$ cat src/asa_pkg.sv
package asa_pkg;

	localparam int ADDR_W = 21;
	localparam int DATA_W = 8;
	localparam int WORDS = 2097152;
	localparam int TMR_W = 4;

	// Clock and the slow grade's figures, in ns; they also cover the fast grade
	localparam int T_CLK_NS = 20;
	localparam int T_ACC_NS = 17;
	localparam int T_CYCLE_NS = 17;
	localparam int T_FLOAT_NS = 8;
	localparam int T_WHZ_NS = 8;
	localparam int T_WP_NS = 11;
	localparam int T_DW_NS = 8;
	localparam int T_DH_NS = 0;
	localparam int T_WR_NS = 1;

	function automatic int cyc_up(input int t_ns);
		int c;
		c = (t_ns + T_CLK_NS - 1) / T_CLK_NS;
		return (c < 1) ? 1 : c;
	endfunction

	localparam int ACC_CYC = cyc_up(T_ACC_NS);
	localparam int CYCLE_CYC = cyc_up(T_CYCLE_NS);
	localparam int FLOAT_CYC = cyc_up(T_FLOAT_NS);
	localparam int WHZ_CYC = cyc_up(T_WHZ_NS);
	localparam int WP_CYC = cyc_up(T_WP_NS);
	localparam int DW_CYC = cyc_up(T_DW_NS);
	localparam int WR_CYC = cyc_up(T_WR_NS);

	localparam logic [TMR_W-1:0] ACC_LOAD = TMR_W'(ACC_CYC - 1);
	localparam logic [TMR_W-1:0] FLOAT_LOAD = TMR_W'(FLOAT_CYC - 1);
	localparam logic [TMR_W-1:0] WHZ_LOAD = TMR_W'(WHZ_CYC - 1);
	localparam logic [TMR_W-1:0] DW_LOAD = TMR_W'(DW_CYC - 1);
	localparam logic [TMR_W-1:0] WR_LOAD = TMR_W'(WR_CYC - 1);
	localparam logic [TMR_W-1:0] TMR_ZERO = 4'h0;
	localparam logic [TMR_W-1:0] TMR_ONE = 4'h1;

	typedef enum logic [2:0] {
		ST_IDLE,
		ST_RD_ACC,
		ST_RD_FLOAT,
		ST_WR_FLOAT,
		ST_WR_DATA,
		ST_WR_RECOV
	} asa_state_type;

endpackage

$ cat src/asa_hold_timer.sv
`timescale 1ns/100ps
module asa_hold_timer #(
	parameter int W = 4
) (
	input wire logic clk,
	input wire logic rst,
	input wire logic load,
	input wire logic [W-1:0] load_val,
	output logic done
);
	logic [W-1:0] count_ff;
	logic [W-1:0] nxt_count;

	// Counts down to zero and rests there
	assign nxt_count = load ? load_val :
		(count_ff != '0) ? count_ff - W'(1) : count_ff;
	assign done = (count_ff == '0);

	always_ff @(posedge clk) begin
		if (rst) begin
			count_ff <= '0;
		end else begin
			count_ff <= nxt_count;
		end
	end
endmodule // asa_hold_timer

$ cat src/asa_sram_host.sv
// How it works
// - Output enable high releases data lines
// - Strobe stays high through every read
// - Address valid by select falling edge
// - Address changes only with strobe high
// - Host never drives while memory drives
// - Host waits out float time after strobe falls
// - Address, select, strobe low meet write minimum
// - Write data set up before write end
`timescale 1ns/100ps
module asa_sram_host (
	input wire logic clk,
	input wire logic rst,
	input wire logic req,
	input wire logic req_write,
	input wire logic [asa_pkg::ADDR_W-1:0] req_addr,
	input wire logic [asa_pkg::DATA_W-1:0] req_wdata,
	output logic ready,
	output logic [asa_pkg::DATA_W-1:0] rd_data,
	output logic rd_valid,
	output logic [asa_pkg::ADDR_W-1:0] word_address,
	output logic sel_n,
	output logic write_strobe_n,
	output logic out_enable_n,
	input wire logic [asa_pkg::DATA_W-1:0] bidir_data_lines_i,
	output logic [asa_pkg::DATA_W-1:0] bidir_data_lines_o,
	output logic bidir_data_lines_oe
);
	import asa_pkg::*;

	asa_state_type state_ff, nxt_state;
	logic [ADDR_W-1:0] addr_ff, nxt_addr;
	logic [DATA_W-1:0] wdata_ff, nxt_wdata;
	logic [DATA_W-1:0] rdata_ff, nxt_rdata;
	logic sel_n_ff, nxt_sel_n;
	logic we_n_ff, nxt_we_n;
	logic oe_n_ff, nxt_oe_n;
	logic doe_ff, nxt_doe;
	logic ready_ff, nxt_ready;
	logic rvalid_ff, nxt_rvalid;
	logic tmr_load;
	logic [TMR_W-1:0] tmr_val;
	logic tmr_done;
	logic take;

	////////////////////////////////////////////////////////////////////////
	// Wait states

	asa_hold_timer #(.W(TMR_W)) u_timer (
		.clk(clk),
		.rst(rst),
		.load(tmr_load),
		.load_val(tmr_val),
		.done(tmr_done)
	);

	////////////////////////////////////////////////////////////////////////
	// Sequencing

	assign take = req && ready_ff && (state_ff == ST_IDLE);

	always_comb begin
		nxt_state = state_ff;
		nxt_addr = addr_ff;
		nxt_wdata = wdata_ff;
		nxt_rdata = rdata_ff;
		nxt_sel_n = sel_n_ff;
		nxt_we_n = we_n_ff;
		nxt_oe_n = oe_n_ff;
		nxt_doe = doe_ff;
		nxt_rvalid = 1'b0;
		tmr_load = 1'b0;
		tmr_val = TMR_ZERO;
		case (state_ff)
			ST_IDLE: begin
				if (take) begin
					// Address and select change on the same edge
					nxt_addr = req_addr;
					nxt_wdata = req_wdata;
					nxt_sel_n = 1'b0;
					tmr_load = 1'b1;
					if (req_write) begin
						// Zero setup: strobe falls with the address
						nxt_we_n = 1'b0;
						nxt_state = ST_WR_FLOAT;
						tmr_val = WHZ_LOAD;
					end else begin
						nxt_oe_n = 1'b0;
						nxt_state = ST_RD_ACC;
						tmr_val = ACC_LOAD;
					end
				end
			end
			ST_RD_ACC: begin
				if (tmr_done) begin
					// Sampled before select rises, so hold time is not needed
					nxt_rdata = bidir_data_lines_i;
					nxt_rvalid = 1'b1;
					nxt_sel_n = 1'b1;
					nxt_oe_n = 1'b1;
					tmr_load = 1'b1;
					tmr_val = FLOAT_LOAD;
					nxt_state = ST_RD_FLOAT;
				end
			end
			ST_RD_FLOAT: begin
				if (tmr_done) begin
					nxt_state = ST_IDLE;
				end
			end
			ST_WR_FLOAT: begin
				// Lines may still be memory outputs until float time ends
				if (tmr_done) begin
					nxt_doe = 1'b1;
					tmr_load = 1'b1;
					tmr_val = DW_LOAD;
					nxt_state = ST_WR_DATA;
				end
			end
			ST_WR_DATA: begin
				if (tmr_done) begin
					nxt_we_n = 1'b1;
					nxt_sel_n = 1'b1;
					tmr_load = 1'b1;
					tmr_val = WR_LOAD;
					nxt_state = ST_WR_RECOV;
				end
			end
			ST_WR_RECOV: begin
				// Data and address held one more cycle past write end
				if (tmr_done) begin
					nxt_doe = 1'b0;
					nxt_state = ST_IDLE;
				end
			end
			default: begin
				nxt_state = ST_IDLE;
				nxt_sel_n = 1'b1;
				nxt_we_n = 1'b1;
				nxt_oe_n = 1'b1;
				nxt_doe = 1'b0;
			end
		endcase
	end

	assign nxt_ready = (nxt_state == ST_IDLE);

	always_ff @(posedge clk) begin
		if (rst) begin
			state_ff <= ST_IDLE;
			addr_ff <= 21'h000000;
			wdata_ff <= 8'h00;
			rdata_ff <= 8'h00;
			sel_n_ff <= 1'b1;
			we_n_ff <= 1'b1;
			oe_n_ff <= 1'b1;
			doe_ff <= 1'b0;
			ready_ff <= 1'b1;
			rvalid_ff <= 1'b0;
		end else begin
			state_ff <= nxt_state;
			addr_ff <= nxt_addr;
			wdata_ff <= nxt_wdata;
			rdata_ff <= nxt_rdata;
			sel_n_ff <= nxt_sel_n;
			we_n_ff <= nxt_we_n;
			oe_n_ff <= nxt_oe_n;
			doe_ff <= nxt_doe;
			ready_ff <= nxt_ready;
			rvalid_ff <= nxt_rvalid;
		end
	end

	assign word_address = addr_ff;
	assign sel_n = sel_n_ff;
	assign write_strobe_n = we_n_ff;
	assign out_enable_n = oe_n_ff;
	assign bidir_data_lines_o = wdata_ff;
	assign bidir_data_lines_oe = doe_ff;
	assign ready = ready_ff;
	assign rd_data = rdata_ff;
	assign rd_valid = rvalid_ff;

	////////////////////////////////////////////////////////////////////////
	// Checks

	a_strobe_high_read: assert property (
		@(posedge clk) disable iff (rst)
		!oe_n_ff |-> we_n_ff)
		else $error("strobe low during read");

	a_no_contention: assert property (
		@(posedge clk) disable iff (rst)
		doe_ff |-> oe_n_ff && $past(oe_n_ff))
		else $error("host drives while memory may drive");

	a_float_wait: assert property (
		@(posedge clk) disable iff (rst)
		$fell(we_n_ff) |-> !doe_ff ##1 (doe_ff && !we_n_ff))
		else $error("data driven inside float time");

	a_addr_stable_wr: assert property (
		@(posedge clk) disable iff (rst)
		!we_n_ff && !$past(we_n_ff) |-> $stable(addr_ff))
		else $error("address moved during write");

	a_addr_stable_rd: assert property (
		@(posedge clk) disable iff (rst)
		!sel_n_ff && !$past(sel_n_ff) |-> $stable(addr_ff))
		else $error("address moved while selected");

	a_write_pulse: assert property (
		@(posedge clk) disable iff (rst)
		$fell(we_n_ff) |-> !we_n_ff && !sel_n_ff ##1 !we_n_ff && !sel_n_ff)
		else $error("write pulse too short");

	a_data_setup_hold: assert property (
		@(posedge clk) disable iff (rst)
		$rose(we_n_ff) |-> $past(doe_ff) && doe_ff && $stable(wdata_ff))
		else $error("write data not around write end");

	a_recovery: assert property (
		@(posedge clk) disable iff (rst)
		$rose(we_n_ff) |-> $stable(addr_ff) ##1 sel_n_ff)
		else $error("write recovery violated");

	a_read_sample: assert property (
		@(posedge clk) disable iff (rst)
		rvalid_ff |-> !$past(oe_n_ff) && !$past(sel_n_ff) && oe_n_ff)
		else $error("read data taken outside access");

	a_read_spacing: assert property (
		@(posedge clk) disable iff (rst)
		$rose(sel_n_ff) |-> sel_n_ff ##1 sel_n_ff)
		else $error("cycles not spaced");
endmodule // asa_sram_host

$ cat config.mk
export PLATFORM = sky130hd
export DESIGN_NAME = asa_sram_host
export DESIGN_NICKNAME = d
export VERILOG_FILES = /design/src/asa_pkg.sv /design/src/asa_hold_timer.sv /design/src/asa_sram_host.sv
export SDC_FILE = /design/constraint.sdc
export NUM_CORES = 1
export LEC_CHECK = 0
export BUFFER_PORTS_ARGS = -buffer_cell sky130_fd_sc_hd__buf_2
export CORE_MARGIN = 1.5
export CORE_UTILIZATION = 48
export DETAILED_ROUTE_END_ITERATION = 8
export PLACE_DENSITY = 0.79
export SYNTH_ARGS = -nofsm -noshare
export SYNTH_HDL_FRONTEND = slang
export SYNTH_SLANG_ARGS = --single-unit
$ cat constraint.sdc
create_clock -name clk -period 2.2 [get_ports clk]
set_clock_uncertainty 0.15 [all_clocks]
set_input_delay 0.22 -clock clk [delete_from_list [all_inputs] [get_ports clk]]
set_output_delay 0.22 -clock clk [all_outputs]
set_load 0.01 [all_outputs]
# After elaboration in Yosys (flattened, before gate mapping)
# Index checks and enable logic that the tools add are counted.
# classes
add_sub_neg	1
eq_ne	13
mux	21
bitwise_logic	5
reduce_logical	21
# op_table
op	n
$mux W3	5
$pmux W3 S5	1
$ne A2 B2 Y1 const B	7
$pmux W1 S3	4
$reduce_or A4 Y1	3
$mux W1	9
$reduce_and A4 Y1	2
$reduce_or A2 Y1	4
$eq A3 B2 Y1 const B	2
$eq A3 B3 Y1 const B	2
$logic_not A3 Y1	2
$reduce_and A3 Y1	2
$reduce_or A3 Y1	2
$not A1 Y1	5
$logic_not A4 Y1	1
$reduce_and A2 Y1	2
$reduce_bool A4 Y1	1
$sub A4 B1 Y4 const B	1
$eq A3 B1 Y1 const B	1
$logic_and A1 B1 Y1	2
$mux W2	1
$ne A2 B1 Y1 const B	1
$pmux W1 S2	1
# word_totals
ff_bits	50
inputBits	41
wordCells	72

# Longest topological paths before layout
# logic_depth
word_depth	5
mapped_depth	6

# Hierarchy
# A second synthesis with hierarchy kept.
# hier_totals
cells_unflattened	245
hier_area_um2	2245.9
# modules_own_cells
module	instances	cells_each	area_per_inst_um2	seq_area_each_um2
asa_sram_host	1	216	2013.2	920.9
asa_hold_timer	1	29	232.7	80.1

# Least setup slack after synthesis
# No wires, ideal clock.
# synth_path
path_kind	register to register
from	reg u_timer.count_ff[0]
to	reg oe_n_ff, in the netlist out_enable_n
arrival_time_ns	1.395
t_required_ns	1.920
path_slack_ns	0.525
stages_incl_launch_ff	7
path_buffers	1
synth_period_minus_slack_ns	1.675
cell_sequence	dfxtp_1 inv_1 ha_1 or3b_4 buf_6 o221ai_2 o211ai_1
# synth_via
elab_chain_cells	3
# synth_lines
item	line_no	text
start: declaration	asa_hold_timer.sv:11	logic [W-1:0] count_ff;
start signal: assignment	asa_hold_timer.sv:23	count_ff <= nxt_count;
$logic_not A4 Y1	asa_hold_timer.sv:17	assign done = (count_ff == '0);
$ne A2 B2 Y1 (no source line)	n/a	
$reduce_and A4 Y1 (no source line)	n/a	
end signal: assignment	asa_sram_host.sv:167	oe_n_ff <= nxt_oe_n;
end: declaration	asa_sram_host.sv:37	logic oe_n_ff, nxt_oe_n;
# No other way between the ends.
# A chain may end at the register's enable or synchronous reset.

# Worst setup path in the final report
# layout_path
from	reg u_timer.count_ff[0]
to	reg u_timer.count_ff[1]
# layout_via
elab_chain_cells	4
elab_cells_between_ends	6
cone_classes	add/sub (1); mux (2); reduce/logical (3)
# layout_lines
item	line_no	text
$logic_not A4 Y1	asa_hold_timer.sv:17	
$mux W1	asa_sram_host.sv:95, asa_sram_host.sv:113, asa_sram_host.sv:121	
$pmux W1 S2	asa_sram_host.sv:74	case (state_ff)
$reduce_or A2 Y1 (no source line)	n/a	
# Parallel ways exist; a longest one is shown, timed or not.

==> flow_summary_export.csv <==
group,metric,value,unit
critical_path,worst_setup_path_start_kind,"register",
routing,drc,0,
yosys,ys_seq_elements,50,
clock_network,cts_buffer_depth,2,
die,die_w,69.14,µm
yosys,syn-instance-count,244,
timing,setup_tns,0,ns
final_layout,multi_input_comb_area,953.4,µm²
timing,finalCritPeriodShare,80.33,%
die,num_io_pins,84,
power_and_ir_drop,peakVddDrop,0.7519,mV
timing,hold_violations,0,
routing,wire_per_inst,14.00,µm
placement,port_buffers,83,
clock_network,cts-root-buf,"clkbuf_8",
yosys,ys.flop_type,"dfxtp_1",
run_status,status,"completed",
clock_network,clk_pin_slew,0.09,ns
power_and_ir_drop,clkPwrFrac,18.1,%
yosys,syn_area,2100,µm²
min_path,hold_class,"input port to register",
final_layout,fin_area,2676,µm²
clock_network,cts_tree,"yes",
critical_path,critical_path_class,"register to register",
routing,dr_total_vias,2049,
power_and_ir_drop,sw_frac_of_total,40.73,%
yosys,synth.avg_cell_area,8.605,µm²
placement,place_hpwl,3578,µm
clock_network,insertion_delay,0.30,ns
grt,grt_pass1_wl,8776,µm
yosys,synthArstFlopShare,0,%
power_and_ir_drop,p_int,2.091,mW
die,rows,23,
power_and_ir_drop,power.density,1319,nW/µm²
die,initial_core_util,51.02,%
timing,fin_ws,0.4328,ns
yosys,synth_area_leader_cell,"dfxtp_1",
routing,via_per_inst,5.464,
power_and_ir_drop,total_power,3.529,mW
grt,overflow,0,
timing,clock.fmax,565.9,MHz
final_layout,regArea,1001,µm²
critical_path,crit_start,"u_timer.count_ff[0]$_SDFFE_PP0N_",
die,die-area,4780,µm²
final_layout,final_cell_mix,"83 x buf_2, 50 x dfxtp_1, 42 x nand3_1, 42 x a21oi_1, 37 x o21ai_1",
critical_path,worst-path-max-fanout,14,
run,cap_violations,0,
routing,antenna_left,0,
placement,dp_slack,0.4541,ns
clock_network,cts_buffers,5,
timing,period_needed,1.767,ns
final_layout,drive_above_1_share,33.54,%
timing,relSlewSlack,73.32,%
critical_path,setup.worst_path.end_class,"register",
critical_path,r2r-start,"u_timer.count_ff[0]$_SDFFE_PP0N_",
final_layout,nFillCells,387,
final_layout,syn2layout_area_growth,27.47,%
routing,dr.first_iter.drc_count,115,
yosys,synth_nets,286,
routing,drt_pass1_iterations,4,
timing,grt_setup_unrepaired,"no",
yosys,synth_edf_count,0,
critical_path,r2r_slack,0.43,ns
grt,grt_pass1_vias,2026,
yosys,synth.area.top_cells,"dfxtp_1 48%, a21oi_1 10%, nand3_1 10%, o21ai_1 8.8%, buf_4 1.8%",
timing,finalSetupViolations,0,
yosys,ys_types,40,
final_layout,diodes,0,
placement,gp_congestion,0.7622,
die,die_h,69.14,µm
die,coreArea,4115,µm²
power_and_ir_drop,p_leak,1.141,nW
critical_path,r2r_cells,4,
critical_path,worstPathRequired,2.26,ns
final_layout,nNetsFinal,366,
power_and_ir_drop,p_sw,1.437,mW
timing,tightest_slew,0.3997,ns
timing,maxSlewViolCount,0,
grt,grtUsageTotal,21.88,%
yosys,synth_top_area_share,47.68,%
power_and_ir_drop,combPwrFrac,46.7,%
critical_path,r2r-end,"u_timer.count_ff[1]$_SDFFE_PP0N_",
placement,placed_area,2526,µm²
grt,antenna_found_initial,0,
final_layout,layout_commonest_cell,"buf_2",
clock_network,clock-sinks,50,
routing,drt-total-wl,5251,µm
yosys,synth-seq-area-share,47.68,%
critical_path,cp.arrival,1.82,ns
grt,grt_max_degree,32,
clock_network,h-tree-depth,2,
yosys,synth_warnings,0,
power_and_ir_drop,p_seq_share,35.2,%
critical_path,critical_path.endpoint,"u_timer.count_ff[1]$_SDFFE_PP0N_",
stage by stage:
step / std cells / util [%] / hold slack [ns]
after detailed placement: 363 / 61.39 / 0.3189
after global routing: 375 / 65.04 / 0.002367
final: 375 / 65.04 / 0.004883
after floorplan: 244 / - / 0.2177
after global placement: 363 / 61.39 / 0.3077
after CTS: 374 / 64.79 / 0.00005476
registers in the layout, summed over array words and instances, names as in the netlist:
register	flops
u_timer.count_ff	4
sel_n	1
rd_valid	1
rd_data	8
ready	1
state_ff	3
write_strobe_n	1
bidir_data_lines_oe	1
word_address	21
out_enable_n	1
bidir_data_lines_o	8
power groups by stage:
| stage | clock network [mW] | logic, mW | registers, mW |
|---|---|---|---|
| 3_5_place_dp | 0 | 1.64 | 1.26 |
| 3_3_place_gp | 0 | 1.60 | 1.26 |
| 6_report | 0.638 | 1.65 | 1.24 |
| 2_1_floorplan | 0 | 1.12 | 1.35 |
| 4_1_cts | 0.651 | 1.65 | 1.24 |
| 5_1_grt | 0.692 | 1.80 | 1.27 |
timing repair:
item                                    in CTS  in global routing
endpoints found under the setup margin       0                  0
endpoints found under the hold margin        3                  1
hold buffers                                 3                  1
gates resized for setup                      0                  0
setup buffers                                0                  0
worst min path at each step:
stage                                             startpoint                            endpoint  slack [ns]  cells after the start
after global routing                            req_addr[12]       word_address[12]$_SDFFE_PP0P_       0.002                      3
after global placement    bidir_data_lines_o[7]$_SDFFE_PP0P_  bidir_data_lines_o[7]$_SDFFE_PP0P_        0.31                      2
final                                            req_addr[2]        word_address[2]$_SDFFE_PP0P_       0.005                      3
after detailed placement       word_address[10]$_SDFFE_PP0P_       word_address[10]$_SDFFE_PP0P_        0.32                      2
after floorplan                                 req_wdata[0]  bidir_data_lines_o[0]$_SDFFE_PP0P_        0.22                      2
after CTS                                        req_addr[2]        word_address[2]$_SDFFE_PP0P_     0.00005                      3
cells in the mapped netlist, types with 2 or more instances:
cell and number:
a211o_1 2, a21oi_1 42, buf_2 7, buf_4 5, buf_6 2, clkbuf_1 10
dfxtp_1 50, inv_1 5, nand2_1 3, nand3_1 42, nor2_1 4, nor3_1 4
nor3b_4 2, o21ai_0 4, o21ai_1 37
metal layers:
| layer | GRT usage (%) | vias up | share of wire (%) |
|---|---|---|---|
| met5 | 0 | - | 0 |
| met4 | 8.932 | 0 | 1.7 |
| met3 | 6.140 | 11 | 5.5 |
| met2 | 37.29 | 65 | 48 |
| met1 | 25.78 | 938 | 45 |
| li1 | - | 1035 | - |
cell families (layout without fill, tap and decap cells):
family / after synthesis / in the layout / share of synthesized area (%)
buffers and inverters: 29 / 110 / 7.211
xor gates and xnor gates: 1 / 1 / 0.4172
AOI/OAI and AO/OA: 95 / 95 / 25.09
adders and majority gates: 1 / 1 / 0.5959
DFF: 50 / 50 / 47.68
muxes: 1 / 1 / 0.4768
and+or+nand+nor: 67 / 67 / 18.54
layout make-up:
class / instances / area share, %
clock buffers: 6 / 2.712
clock inverters: 2 / 1.403
inverters: 5 / 0.7013
multi-input cells: 165 / 35.62
flip-flops and latches: 50 / 37.40
well taps: 50 / 2.338
repair buffers: 97 / 19.82
critical path, stage by stage (launching register included):
cell and delay (ns):
dfxtp_1 0.32, inv_1 0.09, ha_1 0.24, or3b_4 0.51, a2111oi_2 0.36
Power figures use the tool's default switching activity.
